--- config.mk ---
export PLATFORM = sky130hd
export DESIGN_NAME = module_calibration_command_handler
export DESIGN_NICKNAME = d
export VERILOG_FILES = /design/src/verilog/cal_cmd_pkg.sv /design/src/verilog/module_calibration_command_handler.sv
export SDC_FILE = /design/constraint.sdc
export NUM_CORES = 1
export LEC_CHECK = 0
export CAP_MARGIN = 25
export CORE_AREA = 2 2 161 163
export DETAILED_ROUTE_END_ITERATION = 8
export DIE_AREA = 0 0 163 165
export DONT_BUFFER_PORTS = 1
export GPL_ROUTABILITY_DRIVEN = 0
export PLACE_DENSITY = 0.74
export SLEW_MARGIN = 20
export SYNTH_ARGS = -nofsm -noshare
export SYNTH_HDL_FRONTEND = slang
export SYNTH_SLANG_ARGS = --single-unit
--- constraint.sdc ---
create_clock -name i_clk -period 13.9 [get_ports i_clk]
set_input_delay 2.78 -clock i_clk [delete_from_list [all_inputs] [get_ports i_clk]]
set_output_delay 2.78 -clock i_clk [all_outputs]
set_load 0.005 [all_outputs]
--- src/verilog/cal_cmd_pkg.sv ---
// Shared constants and types for the module calibration command handler
package cal_cmd_pkg;

  // Command opcodes, already decoded from the text stream upstream
  typedef enum logic [3:0] {
    cmd_code       = 4'h0,
    cmd_init       = 4'h1,
    cmd_count_q    = 4'h2,
    cmd_tally_clr  = 4'h3,
    cmd_date_q     = 4'h4,
    cmd_save       = 4'h5,
    cmd_lock       = 4'h6,
    cmd_lock_q     = 4'h7,
    cmd_low_step   = 4'h8,
    cmd_high_step  = 4'h9,
    cmd_readings   = 4'ha
  } opcode_type;

  // Calibration session states, one-hot
  typedef enum logic [3:0] {
    st_locked   = 4'b0001,
    st_unlocked = 4'b0010,
    st_started  = 4'b0100,
    st_stepping = 4'b1000
  } cal_state_type;

  localparam int PW_CHARS = 8;
  localparam logic [7:0] QUOTE_CHAR = 8'h27;
  // Arbitrary factory password value, "CALPASS1"
  localparam logic [63:0] DEFAULT_PASSWORD = 64'h43414c5041535331;

  // Current source DAC settings for the two calibration points
  localparam logic [15:0] DAC_LOW_POINT = 16'h0419;
  localparam logic [15:0] DAC_HIGH_POINT = 16'hcccd;
  localparam logic [15:0] DAC_OFF = 16'h0000;

  localparam logic [1:0] SLOT_FIRST = 2'h1;
  localparam logic [1:0] SLOT_SECOND = 2'h2;

  localparam logic [15:0] TALLY_RESET = 16'h0000;
  localparam logic [3:0] LOCK_Q_LOCKED = 4'h0;
  localparam logic [3:0] LOCK_Q_UNLOCKED = 4'h1;

  // Calendar date
  typedef struct packed {
    logic [15:0] year;
    logic [7:0] month;
    logic [7:0] day;
  } cal_date_type;

  // One decoded command from the parser
  typedef struct packed {
    opcode_type op;
    logic [1:0] slot;
    logic [79:0] pw_text;     // Quote, up to eight chars, quote; left aligned, zero fill
    logic [31:0] low_reading;
    logic [31:0] high_reading;
  } command_type;

  // Answer to a query
  typedef struct packed {
    logic [15:0] count;
    cal_date_type date;
    logic [3:0] lock_state;
  } answer_type;

  // Constants written to non-volatile memory
  typedef struct packed {
    logic [31:0] low_reading;
    logic [31:0] high_reading;
    logic [15:0] tally;
    cal_date_type date;
  } nvm_record_type;

endpackage

--- src/verilog/module_calibration_command_handler.sv ---
// Command handler for the plug-in module calibration subsystem
`timescale 1ns/1ps
module module_calibration_command_handler
  import cal_cmd_pkg::*;
(
  input wire logic i_clk,
  input wire logic i_rst,
  input wire logic i_cmd_valid,               // One-cycle command strobe
  input wire command_type i_cmd,              // Command contents
  input wire logic i_module_present,          // Pin: supported module in first slot
  input wire cal_date_type i_rtc_date,        // Real-time clock date, same domain
  input wire logic [15:0] i_second_tally,     // Second slot module stored count
  input wire cal_date_type i_second_date,     // Second slot module stored date
  output logic o_answer_valid,                // One-cycle answer strobe
  output answer_type o_answer,                // Query answer
  output logic o_accept,                      // One-cycle: command carried out
  output logic o_error,                       // One-cycle: command refused
  output logic [15:0] o_dac_value,            // Current source DAC setting
  output logic o_nvm_write,                   // One-cycle save strobe
  output nvm_record_type o_nvm_data           // Record to save
);

  ////////////////////////////////////////////////////////////////////////////
  // Password check

  // Character legal inside the password: letter or digit
  function automatic logic is_alnum(input logic [7:0] c);
    is_alnum = (c >= 8'h30 && c <= 8'h39) || (c >= 8'h41 && c <= 8'h5a) ||
               (c >= 8'h61 && c <= 8'h7a);
  endfunction

  // Quoted string: opening quote, 0..8 alphanumerics, closing quote, zeros
  function automatic logic [64:0] parse_pw(input logic [79:0] t);
    logic ok;
    logic done;
    logic [63:0] body;
    logic [7:0] c;
    ok = (t[79:72] == QUOTE_CHAR);
    done = 1'b0;
    body = 64'h0;
    for (int i = 1; i <= PW_CHARS + 1; i++) begin
      c = t[79 - 8 * i -: 8];
      if (!done) begin
        if (c == QUOTE_CHAR) begin
          done = 1'b1;
        end else if (i <= PW_CHARS && is_alnum(c)) begin
          body[71 - 8 * i -: 8] = c;
        end else begin
          ok = 1'b0;
        end
      end else if (c != 8'h00) begin
        ok = 1'b0;                            // Trailing junk after closing quote
      end
    end
    parse_pw = {ok & done, body};
  endfunction

  ////////////////////////////////////////////////////////////////////////////
  // Presence pin synchroniser

  logic present_meta_reg;                     // First stage, read only by second
  logic present_reg;                          // Safe to use

  // Two flops for the slot presence pin
  always_ff @(posedge i_clk or posedge i_rst) begin
    if (i_rst) begin
      present_meta_reg <= 1'b0;
      present_reg <= 1'b0;
    end else begin
      present_meta_reg <= i_module_present;
      present_reg <= present_meta_reg;
    end
  end

  ////////////////////////////////////////////////////////////////////////////
  // State registers

  cal_state_type state_reg;
  cal_state_type state_next;
  logic low_done_reg;                         // Low point step executed
  logic low_done_next;
  logic high_done_reg;                        // High point step executed
  logic high_done_next;
  logic [15:0] tally_reg;                     // First slot count
  logic [15:0] tally_next;
  cal_date_type date_reg;                     // First slot calibration date
  cal_date_type date_next;
  logic [31:0] low_rd_reg;
  logic [31:0] low_rd_next;
  logic [31:0] high_rd_reg;
  logic [31:0] high_rd_next;
  logic [15:0] dac_next;
  logic accept_next;
  logic error_next;
  logic answer_next;
  logic nvm_next;

  ////////////////////////////////////////////////////////////////////////////
  // Decode

  wire logic [64:0] pw_parsed = parse_pw(i_cmd.pw_text);
  wire logic pw_ok = pw_parsed[64] && (pw_parsed[63:0] == DEFAULT_PASSWORD);
  wire logic first_slot_path = (i_cmd.slot == SLOT_FIRST);
  wire logic second_slot_path = (i_cmd.slot == SLOT_SECOND);
  wire logic is_query = (i_cmd.op == cmd_count_q) || (i_cmd.op == cmd_date_q) ||
                        (i_cmd.op == cmd_lock_q);
  wire logic locked = (state_reg == st_locked);
  // Second slot takes only count and date queries
  wire logic slot_ok = first_slot_path ||
                       (second_slot_path && (i_cmd.op == cmd_count_q || i_cmd.op == cmd_date_q));
  wire logic in_session = (state_reg == st_started) || (state_reg == st_stepping);

  ////////////////////////////////////////////////////////////////////////////
  // Command execution

  // One command per strobe; any refusal leaves all state untouched
  always_comb begin
    state_next = state_reg;
    low_done_next = low_done_reg;
    high_done_next = high_done_reg;
    tally_next = tally_reg;
    date_next = date_reg;
    low_rd_next = low_rd_reg;
    high_rd_next = high_rd_reg;
    dac_next = o_dac_value;
    accept_next = 1'b0;
    error_next = 1'b0;
    answer_next = 1'b0;
    nvm_next = 1'b0;
    if (i_cmd_valid) begin
      if (i_cmd.op != cmd_code && !slot_ok) begin
        error_next = 1'b1;
      end else if (locked && !is_query && i_cmd.op != cmd_code) begin
        error_next = 1'b1;
      end else if (!is_query && i_cmd.op != cmd_code && !present_reg) begin
        error_next = 1'b1;                    // No module to calibrate
      end else begin
        accept_next = 1'b1;
        unique case (i_cmd.op)
          cmd_code: begin
            if (pw_ok) begin
              // Resending inside a session keeps the session
              if (locked) begin
                state_next = st_unlocked;
              end
            end else begin
              accept_next = 1'b0;
              error_next = 1'b1;
            end
          end
          cmd_init: begin
            state_next = st_started;
            low_done_next = 1'b0;
            high_done_next = 1'b0;
          end
          cmd_count_q, cmd_date_q, cmd_lock_q: begin
            answer_next = 1'b1;
          end
          cmd_tally_clr: begin
            tally_next = TALLY_RESET;
          end
          cmd_lock: begin
            state_next = st_locked;
            dac_next = DAC_OFF;
            low_done_next = 1'b0;
            high_done_next = 1'b0;
          end
          cmd_low_step, cmd_high_step: begin
            if (in_session) begin
              state_next = st_stepping;
              if (i_cmd.op == cmd_low_step) begin
                dac_next = DAC_LOW_POINT;
                low_done_next = 1'b1;
              end else begin
                dac_next = DAC_HIGH_POINT;
                high_done_next = 1'b1;
              end
            end else begin
              accept_next = 1'b0;
              error_next = 1'b1;              // Step before initiate
            end
          end
          cmd_readings: begin
            if (state_reg == st_stepping && low_done_reg && high_done_reg) begin
              low_rd_next = i_cmd.low_reading;  // First reading is low
              high_rd_next = i_cmd.high_reading;
              tally_next = tally_reg + 16'h0001; // Calibration completed
              date_next = i_rtc_date;
              dac_next = DAC_OFF;
              state_next = st_started;
              low_done_next = 1'b0;
              high_done_next = 1'b0;
            end else begin
              accept_next = 1'b0;
              error_next = 1'b1;
            end
          end
          cmd_save: begin
            if (in_session) begin
              nvm_next = 1'b1;
            end else begin
              accept_next = 1'b0;
              error_next = 1'b1;
            end
          end
          default: begin
            accept_next = 1'b0;               // Undefined opcode code
            error_next = 1'b1;
          end
        endcase
      end
    end
  end

  ////////////////////////////////////////////////////////////////////////////
  // Answer selection

  wire logic [15:0] count_sel = second_slot_path ? i_second_tally : tally_reg;
  wire cal_date_type date_sel = second_slot_path ? i_second_date : date_reg;
  wire logic [3:0] lock_sel = locked ? LOCK_Q_LOCKED : LOCK_Q_UNLOCKED;

  ////////////////////////////////////////////////////////////////////////////
  // Registers

  // Session state and calibration data
  always_ff @(posedge i_clk or posedge i_rst) begin
    if (i_rst) begin
      state_reg <= st_locked;
      low_done_reg <= 1'b0;
      high_done_reg <= 1'b0;
      tally_reg <= TALLY_RESET;
      date_reg <= '0;
      low_rd_reg <= 32'h0;
      high_rd_reg <= 32'h0;
      o_dac_value <= DAC_OFF;
    end else begin
      state_reg <= state_next;
      low_done_reg <= low_done_next;
      high_done_reg <= high_done_next;
      tally_reg <= tally_next;
      date_reg <= date_next;
      low_rd_reg <= low_rd_next;
      high_rd_reg <= high_rd_next;
      o_dac_value <= dac_next;
    end
  end

  // Strobes and answer data, all registered
  always_ff @(posedge i_clk or posedge i_rst) begin
    if (i_rst) begin
      o_accept <= 1'b0;
      o_error <= 1'b0;
      o_answer_valid <= 1'b0;
      o_answer <= '0;
      o_nvm_write <= 1'b0;
      o_nvm_data <= '0;
    end else begin
      o_accept <= accept_next;
      o_error <= error_next;
      o_answer_valid <= answer_next;
      o_nvm_write <= nvm_next;
      if (answer_next) begin
        o_answer <= '{count: count_sel, date: date_sel, lock_state: lock_sel};
      end
      if (nvm_next) begin
        o_nvm_data <= '{low_reading: low_rd_reg, high_reading: high_rd_reg,
                        tally: tally_reg, date: date_reg};
      end
    end
  end

endmodule

Word-level counts from Yosys, hierarchy flattened

Index checks and enable logic that the tools add are counted.

Add/subtract/negate cells: 1
$lt $le $gt $ge: 48
Equality and inequality tests: 32
Multiplexer cells: 120
Bitwise gates (word level): 4
Reduce and logical (&&, ||, !) cells: 81

Operators by type and width:

| cell                                                               | count |
|---|---|
| 2-to-1 mux 8 bit                                                   | 23 |
| greater-or-equal comparator 8 x 7 -> 1 bit (second input constant) | 16 |
| less-or-equal comparator 8 x 7 -> 1 bit (second input constant)    | 16 |
| equality test 8 x 6 -> 1 bit (second input constant)               | 10 |
| 2-to-1 mux 1 bit                                                   | 80 |
| 2-to-1 mux 16 bit                                                  | 5 |
| equality test 64 x 63 -> 1 bit (second input constant)             | 1 |
| greater-or-equal comparator 8 x 6 -> 1 bit (second input constant) | 8 |
| less-or-equal comparator 8 x 6 -> 1 bit (second input constant)    | 8 |
| nonzero test 8 bit                                                 | 8 |
| one-hot mux 16 bit (3 select lines)                                | 1 |
| logical AND 1 bit                                                  | 33 |
| 2-to-1 mux 32 bit                                                  | 1 |
| one-hot mux 16 bit (2 select lines)                                | 1 |
| equality test 4 x 3 -> 1 bit (second input constant)               | 5 |
| logical OR 1 bit                                                   | 20 |
| one-hot mux 4 bit (5 select lines)                                 | 1 |
| adder 16 x 1 -> 16 bit (second input constant)                     | 1 |
| equality test 4 bit (second input constant)                        | 4 |
| 2-to-1 mux 4 bit                                                   | 4 |
| AND reduction 8 bit                                                | 2 |
| inequality test 2 bit (second input constant)                      | 6 |
| AND reduction 6 bit                                                | 2 |
| AND reduction 9 bit                                                | 1 |
| 18 further kinds                                                   | 29 |

Bits in registers: 304
Bits of input ports: 234
Output and inout bits: 184
Word-level logic and storage cells: 313

Logic depth before layout (Yosys ltp)

Gate-level depths: netlist (run 1).

Depth after elaboration: 37
Depth in mapped cells: 8
Depth with buffers taken out: 6

Worst setup path before layout (run 1)

No wires, ideal clock.

Path type: input-to-reg
From: in i_cmd[147] (netlist bit)
To: reg o_nvm_data[43] (netlist bit)
Library setup time: 0.128 ns
Data arrival time: 4.764 ns
Data required time: 13.772 ns
Setup slack: 9.009 ns
Stages: 8
Path buffers: 3
Cells stage by stage: buf_2 -> and3b_1 -> o32a_1 -> a211o_1 -> nor4_4 -> buf_6 -> buf_6 -> mux2_1

Cells in the longest elaborated chain, start to end: 10
Elaborated cells on any way between the ends: 21
Those cells by class: 4 x eq/ne; 5 x mux; 12 x reduce/logical

RTL lines:

| item                                                                                | RTL line                                                                             | source |
|---|---|---|
| start: declaration                                                                  | module_calibration_command_handler.sv:9                                              | `input wire command_type i_cmd,` |
| equality test 4 x 2 -> 1 bit / equality test 4 x 3 -> 1 bit (equally long branches) | module_calibration_command_handler.sv:105, module_calibration_command_handler.sv:110 |  |
| logical OR 1 bit                                                                    | module_calibration_command_handler.sv:105, module_calibration_command_handler.sv:110 |  |
| logical OR 1 bit                                                                    | module_calibration_command_handler.sv:105                                            | `wire logic is_query = (i_cmd.op == cmd_count_q) \|\| (i_cmd.op == cmd_date_q) \|\|` |
| zero test 1 bit                                                                     | module_calibration_command_handler.sv:133, module_calibration_command_handler.sv:135 |  |
| logical AND 1 bit (2 in series)                                                     | module_calibration_command_handler.sv:135                                            | `end else if (!is_query && i_cmd.op != cmd_code && !present_reg) begin` |
| 2-to-1 mux 1 bit                                                                    | module_calibration_command_handler.sv:135                                            |  |
| 2-to-1 mux 1 bit                                                                    | module_calibration_command_handler.sv:133                                            | `end else if (locked && !is_query && i_cmd.op != cmd_code) begin` |
| 2-to-1 mux 1 bit *                                                                  | module_calibration_command_handler.sv:131                                            | `if (i_cmd.op != cmd_code && !slot_ok) begin` |
| 2-to-1 mux 1 bit *                                                                  | module_calibration_command_handler.sv:130                                            | `if (i_cmd_valid) begin` |
| end signal: assignment                                                              | module_calibration_command_handler.sv:266                                            | `o_nvm_data <= '{low_reading: low_rd_reg, high_reading: high_rd_reg,` |
| end: declaration                                                                    | module_calibration_command_handler.sv:20                                             | `output nvm_record_type o_nvm_data` |

Every way passes the cells marked *; elsewhere a longest branch is shown, timed or not.
A chain may end at the register's enable or synchronous reset.

Final worst setup path (run 1)

From: in i_cmd[144] (netlist bit)
To: reg o_nvm_data[96] (netlist bit)

Cells in the longest elaborated chain, start to end: 7
Elaborated cells on any way between the ends: 8
Those cells by class: 2 x eq/ne; 2 x mux; 4 x reduce/logical

RTL lines:

| item                | RTL line                                  | source |
|---|---|---|
| equality test 2 bit | module_calibration_command_handler.sv:104 | `wire logic second_slot_path = (i_cmd.slot == SLOT_SECOND);` |
| logical AND 1 bit   | module_calibration_command_handler.sv:110 | `(second_slot_path && (i_cmd.op == cmd_count_q \|\| i_cmd.op == cmd_date_q));` |
| logical OR 1 bit *  | module_calibration_command_handler.sv:109 | `wire logic slot_ok = first_slot_path \|\|` |
| zero test 1 bit *   | module_calibration_command_handler.sv:131 |  |
| logical AND 1 bit * | module_calibration_command_handler.sv:131 |  |
| 2-to-1 mux 1 bit *  | module_calibration_command_handler.sv:131 |  |
| 2-to-1 mux 1 bit *  | module_calibration_command_handler.sv:130 |  |

Marks and branches as above.

==> results of run 1 <==
cell families after synthesis:
group	share of synthesized area
AO/OA/AOI/OAI	0.0736
XOR/XNOR	0.00213
adder cells (fa/ha/maj)	0.00101
buffers and inverters	0.0370
flip-flops	0.584
multiplexers	0.192
other	0.000304
AND/OR/NAND/NOR	0.110
cells in the final DEF (no fill, tap or decap), types with 3 or more instances in the layout:
master,Yosys,routed
a211o_1,3,3
a21oi_1,12,12
a31oi_1,55,55
a41oi_1,3,3
and2_1,4,4
and3b_1,3,3
and4_1,3,3
and4b_1,3,3
buf_16,0,3
buf_4,17,12
clkbuf_1,30,10
clkbuf_16,0,29
clkbuf_8,0,7
conb_1,1,9
dfrtp_1,287,287
inv_1,8,7
mux2_1,69,69
mux2_2,141,141
nand2_1,112,112
nand2b_1,4,3
nand3_1,7,7
nand4_1,11,11
nor2_1,63,63
nor2b_1,4,3
nor3_1,5,5
nor4_1,6,6
nor4b_1,17,17
nor4bb_1,11,11
o211ai_1,3,3
o21a_1,4,4
o21ai_0,13,13
o31ai_1,19,19
o41ai_1,4,4
or4_1,3,3
routing by layer:
layer / up-vias / wire length, um / track usage
li1: 3489 / - / -
met1: 3913 / 11200 / 0.250
met2: 428 / 13400 / 0.326
met3: 64 / 3950 / 0.0979
met4: 0 / 907 / 0.0664
met5: - / 0 / 0
power by group through the flow:
stage | registers, mW | clock network, mW | logic (mW)
3_3_place_gp | 0.962 | 0 | 0.115
3_5_place_dp | 0.965 | 0 | 0.120
5_1_grt | 0.957 | 0.822 | 0.139
2_1_floorplan | 0.946 | 0 | 0.107
4_1_cts | 0.949 | 0.792 | 0.121
6_report | 0.948 | 0.774 | 0.122
worst max-delay path by stage:
stage	startpoint	end	slack (ps)	cells after the start
after floorplan	i_rst	date_reg[0]$_DFFE_PP0P_	3170	1
after global placement	i_cmd[144]	o_nvm_data[87]$_DFFE_PP0P_	7400	8
after detailed placement	i_cmd[144]	o_nvm_data[92]$_DFFE_PP0P_	7360	8
after CTS	i_cmd[144]	o_nvm_data[96]$_DFFE_PP0P_	7920	8
after global routing	i_cmd[144]	o_nvm_data[96]$_DFFE_PP0P_	7990	9
final	i_cmd[144]	o_nvm_data[96]$_DFFE_PP0P_	8130	9
layout make-up:
class,count,area (um2)
clock buffers,46,860
flip-flops and latches,288,7210
well taps,330,413
inverters,8,37.5
multi-input cells,622,4740
repair buffers,15,173
fillers,2059,11500
clock inverters,6,86.3
diodes,2,5.00
worst max-delay path: stages:
cell and delay, ps:
nand2b_2 150, buf_4 280, o21a_1 340, a211o_1 590
nor4_4 340, buf_4 480, buf_4 400, buf_16 310
mux2_2 390
==> results_dict.tcl, run 1 <==
set metrics [dict create \
    max_freq_mhz 173 \
    finalWorstSetupSlack_ps 8130 \
    dr.pass1.iters 5 \
    post_cts_resized 0 \
    dp_hpwl_mm 20.6 \
    largest_reg_flops 112 \
    cp.arrival_ps 6190 \
    cts.clk_slew.worst_paths_ps 60 \
    synthTopCellsByArea "dfrtp_1 (58%), mux2_2 (13%), mux2_1 (6.3%)" \
    drtIter0Drc 561 \
    worstReg2RegStart "state_reg[0]$_DFFE_PP1P_" \
    drive_gt1_frac 0.215 \
    hp-class "reg -> reg" \
    synth_cells 984 \
    postCtsSetupBuffers 0 \
    whs_path_depth 0 \
    cts_buffers 28 \
    max_slew_margin 0.329 \
    r2r-end "o_nvm_data[96]$_DFFE_PP0P_" \
    reg2reg_slack_ps 10170 \
    setup_viol 0 \
    pre_cts_ws_ps 7360 \
    path_class "in -> reg" \
    rows 58 \
    p_total_mw 1.84 \
    cap_viol_max_count 0 \
    track_usage 0.206 \
    final-max-slew-violation-count 0 \
    grt_setup_unrepaired "no" \
    grt_pass1_vias 7664 \
    worstSetupStartpointType "primary input" \
    die_area_mm2 0.0269 \
    switching_share 0.239 \
    pwr-share-seq 0.514 \
    tightest_slew_ps 1010 \
    p_int_mw 1.40 \
    htree_levels 1 \
    clk_latency_ps 540 \
    hold_ws_ps 360 \
    start_util 0.493 \
    regMostFlops "o_nvm_data" \
    die-width_um 163 \
    grt_pass1_wl_mm 43.4 \
    comb_power_share 0.066 \
    synth_common_cells "dfrtp_1 (287), mux2_2 (141), nand2_1 (112)" \
    syn2layout_area_growth_pct 9.51 \
    power.density_mw_per_mm2 136 \
    clock_sinks 288 \
    final_antenna_net_count 0 \
    synth_most_common_cell "dfrtp_1" \
    layout.cells.non_filler 1317 \
    utilization 0.540 \
    cts_tree "built" \
    async_flop_share 1.00 \
    vias 7894 \
    dpl.cell_count 1259 \
    final_area_mm2 0.0135 \
    finalCritPeriodShare 0.415 \
    yosys_warnings 0 \
    hold_start "present_meta_reg$_DFF_PP0_" \
    grt_max_degree 139 \
    max-clock-path-buffers 3 \
    synthFlopType "dfrtp_1" \
    cp.required_ps 14320 \
    hold_end "present_reg$_DFF_PP0_" \
    reg_top3 "o_nvm_data: 112 flops, o_answer: 49 flops" \
    synth_cell_types 59 \
    drcViolationCount 0 \
    end_kind "register" \
    yosysSeqAreaShare 0.584 \
    io_buffers 0 \
    power_switching_uw 441 \
    peakVddDrop_mv 0.105 \
    io_pins 418 \
    synthesis.area_mm2 0.0123 \
    skew_ps 7.33 \
    syn-mean-instance-area_um2 12.6 \
    power_leakage_nw 6.34 \
    synth_edf_count 0 \
    synth_top_area_frac 0.582 \
    overflow 0 \
    core_mm2 0.0250 \
    hold_viol_final 0 \
    final_nets 1198 \
    antenna_found_initial 1 \
    cts_root_buf "clkbuf_16" \
    ff2ff_path_depth 8 \
    routed_wl_mm 29.4 \
    hold_buffers 0 \
    crit_path_max_fanout 59 \
    synth_area_leader_cell "dfrtp_1" \
    synth-seq-cells 288 \
    tns_ps 0 \
    viasPerCell 5.99 \
    fp.dieH_um 165 \
    wl_per_cell_um 22.4 \
    fin_crit_ps 5770 \
    dpl-instance-area_mm2 0.0125 \
    pwr-share-clk 0.420 \
    outcome "finished, final reports clean" \
]
Note: power is estimated with default switching activity, not from simulation.
==> run 2, diff against run 1 <==
- ABC_AREA: not set -> 1
- CORE_AREA: 2 2 161 163 -> 2 2 160 162
- DIE_AREA: 0 0 163 165 -> 0 0 162 164
- PLACE_DENSITY: 0.74 -> 0.82
- clock period: 13.9 -> 5.21 ns (I/O delays scaled with it)
==> run 2 against run 1 <==
Final area is 6.6% higher. Via count is 35% higher. Area after synthesis is 8.5% higher. Sequential share of layout area is 3.3 points lower. Clock power grew to 2.9 times the previous value. Critical endpoint is now o_nvm_data[1]$_DFFE_PP0P_. Largest power group unchanged.
==> results_dict.tcl, run 2 <==
set metrics [dict create \
    cts_buffers 30 \
    post_cts_resized 0 \
    pre_cts_ws_ps 1680 \
    cap_viol_max_count 0 \
    die-width_um 162 \
    regMostFlops "o_nvm_data" \
    finalCritPeriodShare 0.582 \
    skew_ps 20.0 \
    cts_root_buf "clkbuf_16" \
    power.density_mw_per_mm2 359 \
    start_util 0.540 \
    drcViolationCount 0 \
    grt_setup_unrepaired "no" \
    hold_buffers 0 \
    routed_wl_mm 36.3 \
    core_mm2 0.0248 \
    drive_gt1_frac 0.132 \
    final_common_cell "nand2_1" \
    synth_cells 1576 \
    cts_tree "built" \
    async_flop_share 1.00 \
    cp.required_ps 5690 \
    worstSetupStartpointType "primary input" \
    peakVddDrop_mv 0.266 \
    outcome "finished, final reports clean" \
    antenna_found_initial 4 \
    max_freq_mhz 330 \
    rows 58 \
    grt_pass1_wl_mm 56.4 \
    synth_edf_count 0 \
    drtIter0Drc 884 \
    largest_reg_flops 112 \
    tns_ps 0 \
    reg_top3 "o_nvm_data: 112 flops, o_answer: 49 flops" \
    postCtsSetupBuffers 0 \
    path_class "in -> reg" \
    synthTopCellsByArea "dfrtp_1 (54%), nand2_1 (14%), nand3_1 (8.8%)" \
    track_usage 0.267 \
    final-max-slew-violation-count 0 \
    finalWorstSetupSlack_ps 2180 \
    dp_hpwl_mm 24.2 \
    max_slew_margin 0.313 \
    fp.dieH_um 164 \
    cp_slowest_cell "buf_4" \
    synth-seq-cells 288 \
    dr.pass1.iters 5 \
    hp-class "reg -> reg" \
    final_nets 1758 \
    path_cells "inv_1, nor2_4, buf_4, nand2_1, nand2_2, and3_4, buf_4, nand3_1, nand2_1" \
    cts.clk_slew.worst_paths_ps 60 \
    end_kind "register" \
    syn2layout_area_growth_pct 7.57 \
    grt_max_degree 116 \
    synth_top_area_frac 0.536 \
    critPathMaxStageDelay_ps 730 \
    vias 10700 \
    die_area_mm2 0.0266 \
    multiInputGateArea_mm2 0.00526 \
    overflow 0 \
    synthFlopType "dfrtp_1" \
    clk_latency_ps 550 \
    cp.arrival_ps 3510 \
    viasPerCell 5.68 \
    fin_crit_ps 3030 \
    clock_sinks 288 \
    fillers 2149 \
    synth_common_cells "nand2_1 (512), dfrtp_1 (287), nand3_1 (237)" \
    htree_levels 1 \
    synth_area_leader_cell "dfrtp_1" \
    crit_path_max_fanout 79 \
    yosys_warnings 0 \
    mostFrequentLayoutCells "nand2_1 (512), dfrtp_1 (287), nand3_1 (237)" \
    io_buffers 0 \
    yosysSeqAreaShare 0.538 \
    syn-mean-instance-area_um2 8.50 \
    hold_viol_final 0 \
    max-clock-path-buffers 3 \
    synth_most_common_cell "nand2_1" \
    power_leakage_nw 7.54 \
    tightest_slew_ps 1030 \
    seq_area_mm2 0.00721 \
    synthesis.area_mm2 0.0134 \
    final_antenna_net_count 0 \
    io_pins 418 \
    synth_cell_types 34 \
    grt_pass1_vias 10500 \
    setup_viol 0 \
    wl_per_cell_um 19.3 \
]
==> run 2: layout make-up <==
cell class | instances | share of cell area
diodes | 3 | 0.000521
multi-input cells | 1116 | 0.365
clock inverters | 10 | 0.00946
well taps | 330 | 0.0286
repair buffers | 14 | 0.0143
flip-flops and latches | 288 | 0.500
clock buffers | 44 | 0.0627
inverters | 73 | 0.0193
==> run 2: where the power goes <==
| group | total [mW] | internal, mW | switching [mW] |
|---|---|---|---|
| Sequential | 2.56 | 2.40 | 0.164 |
| Clock | 2.22 | 1.34 | 0.874 |
| Combinational | 0.399 | 0.169 | 0.230 |
| Total | 5.18 | 3.91 | 1.27 |
==> run 2: cell families after synthesis <==
group | count (synthesis) | synth area share
flops | 288 | 0.538
other cells | 1 | 0.000280
buf+inv | 180 | 0.0740
xor+xnor | 12 | 0.00784
compound gates | 120 | 0.0547
simple gates | 974 | 0.324
fa+ha+maj | 1 | 0.000933
==> run 2: through the flow <==
stage | instances | power (mW) | instance area [um2] | hold WS, ps | util
finish | 1878 | 5.18 | 14400 | 356 | 0.581
global route | 1877 | 5.38 | 14400 | 359 | 0.581
CTS | 1871 | 5.22 | 14300 | 360 | 0.577
detailed placement | 1817 | 3.00 | 13300 | 347 | 0.535
global placement | 1816 | 2.98 | 13300 | 334 | 0.534
floorplan | 1584 | 2.89 | 13400 | 331 | -
==> run 2: worst max-delay path, delay by kind of cell <==
kind / cells / cell delay [ps]
buf+inv: 3 / 1160
simple gates: 6 / 1160
==> run 2: metal layers <==
metal  track usage  share of wire  up-vias
li1              -              -     4893
met1         0.341           0.40     5150
met2         0.428           0.46      520
met3        0.0836           0.10       97
met4         0.103          0.037        2
met5             0        0.00030        -
==> run 2: worst paths after layout <==
| check | end | start | slack (ps) | cells after the start |
|---|---|---|---|---|
| min in group asynchronous | o_answer[32]$_DFFE_PP0P_ | i_rst | 510 | 1 |
| setup / recovery | o_nvm_data[1]$_DFFE_PP0P_ | i_cmd[145] | 2180 | 9 |
| max in group asynchronous | o_nvm_data[80]$_DFFE_PP0P_ | i_rst | 3470 | 2 |
| hold / removal | present_reg$_DFF_PP0_ | present_meta_reg$_DFF_PP0_ | 360 | 0 |
| hold reg to reg | present_reg$_DFF_PP0_ | present_meta_reg$_DFF_PP0_ | 360 | 0 |
| setup reg to reg | o_nvm_data[1]$_DFFE_PP0P_ | state_reg[3]$_DFFE_PP0P_ | 2510 | 8 |
==> run 3, diff against run 2 <==
- ABC_AREA: 1 -> 0
- CORE_AREA: 2 2 160 162 -> 2 2 161 163
- DIE_AREA: 0 0 162 164 -> 0 0 163 165
- PLACE_DENSITY: 0.82 -> 0.74
- clock period: 5.21 -> 3.12 ns (I/O delays scaled with it)
==> run 3 against run 2 <==
Setup slack got worse by 1700 ps. Total power rose by 59%. Final area down 5.1%. Utilization down 3.5 points. Die area is 1.2% higher. Sequential power rose by 65%. Critical path depth decreased by 4. Register-to-register slack lost 2000 ps. Combinational power up 38%. Largest cell class unchanged. Highest routed layer unchanged.
==> results_dict.tcl, run 3 (synthesis results as in run 1) <==
set metrics [dict create \
    outcome "finished, final reports clean" \
    finalCritPeriodShare 0.847 \
    hp-class "in -> reg" \
    die_area_mm2 0.0269 \
    drcViolationCount 0 \
    final_antenna_net_count 0 \
    overflow 0 \
    grt_pass1_vias 7843 \
    drtIter0Drc 705 \
    fillers 2080 \
    max-clock-path-buffers 3 \
    cp_num_cells 5 \
    largest_reg_flops 112 \
    switching_share 0.238 \
    comb_power_share 0.067 \
    mostFrequentLayoutCells "dfrtp_1 (287), mux2_2 (141), nand2_1 (112)" \
    cp.required_ps 3540 \
    max_freq_mhz 378 \
    setup_viol 0 \
    die-width_um 163 \
    worstReg2RegStart "state_reg[1]$_DFFE_PP0P_" \
    skew_ps 14.1 \
    ff2ff_path_depth 5 \
    reg_top3 "o_nvm_data: 112 flops, o_answer: 49 flops" \
    cp_slowest_cell "or3_1" \
    start_util 0.493 \
    tightest_slew_ps 824 \
    cts_buffers 29 \
    cp.arrival_ps 3060 \
    viasPerCell 5.94 \
    cts.clk_slew.worst_paths_ps 60 \
    hold_buffers 0 \
    crit_family "simple AND/OR/NAND/NOR gates" \
    routed_wl_mm 29.4 \
    tns_ps 0 \
    post_cts_resized 0 \
    r2r-end "date_reg[4]$_DFFE_PP0P_" \
    fin_crit_ps 2640 \
    max_slew_margin 0.450 \
    core_mm2 0.0250 \
    rows 58 \
    cts_root_buf "clkbuf_16" \
    critPathMaxStageDelay_ps 470 \
    track_usage 0.207 \
    final_nets 1208 \
    p_int_mw 6.29 \
    cts_tree "built" \
    hold_ws_ps 107 \
    grt_pass1_wl_mm 43.8 \
    final_common_cell "dfrtp_1" \
    seq_area_mm2 0.00721 \
    end_kind "register" \
    power_switching_mw 1.97 \
    dp_hpwl_mm 20.8 \
    peakVddDrop_mv 0.436 \
    vias 7884 \
    grt_setup_unrepaired "no" \
    cp.buffers_inverters 1 \
    power.density_mw_per_mm2 603 \
    path_cells "or2_2, or3_1, a2111oi_4, buf_12, mux2_2" \
    reg2reg_slack_ps 480 \
    cap_viol_max_count 0 \
    power_leakage_nw 6.41 \
    setup.worst_path.end "date_reg[4]$_DFFE_PP0P_" \
    clock_sinks 288 \
    antenna_found_initial 5 \
    crit_path_max_fanout 67 \
    htree_levels 1 \
    grt_max_degree 148 \
    dr.pass1.iters 5 \
    multiInputGateArea_mm2 0.00474 \
    drive_gt1_frac 0.229 \
    fp.dieH_um 165 \
    regMostFlops "o_nvm_data" \
    io_pins 418 \
    clk_latency_ps 540 \
    worstSetupStartpoint "state_reg[1]$_DFFE_PP0P_" \
    final-max-slew-violation-count 0 \
    syn2layout_area_growth_pct 10.8 \
    io_buffers 0 \
    wl_per_cell_um 22.1 \
    path_class "reg -> reg" \
    hold_viol_final 0 \
    pwr-share-clk 0.421 \
    worstSetupStartpointType "register" \
    pwr-share-seq 0.512 \
    postCtsSetupBuffers 0 \
]
-- run 3: changes by cell type in the layout (fill, tap and decap cells not counted), sizes merged, moves of 53 or more --
cell   previous run  this run
a31oi             0        55
inv              72         9
mux2              0       210
nand2           597       112
nand3           237         8
o21ai            66        13
-- run 3: worst min-delay path by stage --
stage | start | end | slack, ps | depth (start not counted)
after detailed placement | present_meta_reg$_DFF_PP0_ | present_reg$_DFF_PP0_ | 340 | 0
after CTS | i_module_present | present_meta_reg$_DFF_PP0_ | 80 | 0
after global routing | i_module_present | present_meta_reg$_DFF_PP0_ | 80 | 0
after global placement | present_meta_reg$_DFF_PP0_ | present_reg$_DFF_PP0_ | 330 | 0
after floorplan | present_meta_reg$_DFF_PP0_ | present_reg$_DFF_PP0_ | 330 | 0
final | i_module_present | present_meta_reg$_DFF_PP0_ | 110 | 0
-- run 3: power by group through the flow --
stage / Sequential, mW / Combinational [mW] / Clock, mW
global route: 4.27 / 0.627 / 3.72
floorplan: 4.21 / 0.479 / 0
global placement: 4.29 / 0.532 / 0
CTS: 4.23 / 0.558 / 3.57
detailed placement: 4.30 / 0.555 / 0
finish: 4.22 / 0.552 / 3.48
-- run 3: layer usage --
metal	routed length, um	share of wire	track usage	vias to the layer above
li1	-	-	-	3507
met1	11400	0.39	0.260	3907
met2	13300	0.45	0.323	396
met3	3880	0.13	0.101	64
met4	661	0.023	0.0507	10
met5	66	0.0022	0	-
-- run 3: layout make-up --
cell class                 instances  area share
inverter                           8     0.00247
antenna                            1    0.000183
clock buffer                      42      0.0625
tap                              330      0.0302
clock inverter                    12     0.00896
timing repair buffer              24      0.0221
multi-input combinational        622       0.347
sequential                       288       0.527
-- run 3: through the flow --
step	instances	instance area, um2	setup WS (ps)	util	total power [mW]
after floorplan	992	12400	-1320	-	4.69
after global placement	1271	12700	283	0.507	4.82
after detailed placement	1271	12700	242	0.507	4.86
after CTS	1325	13700	464	0.546	8.36
after global routing	1326	13700	372	0.546	8.61
final	1327	13700	476	0.546	8.26
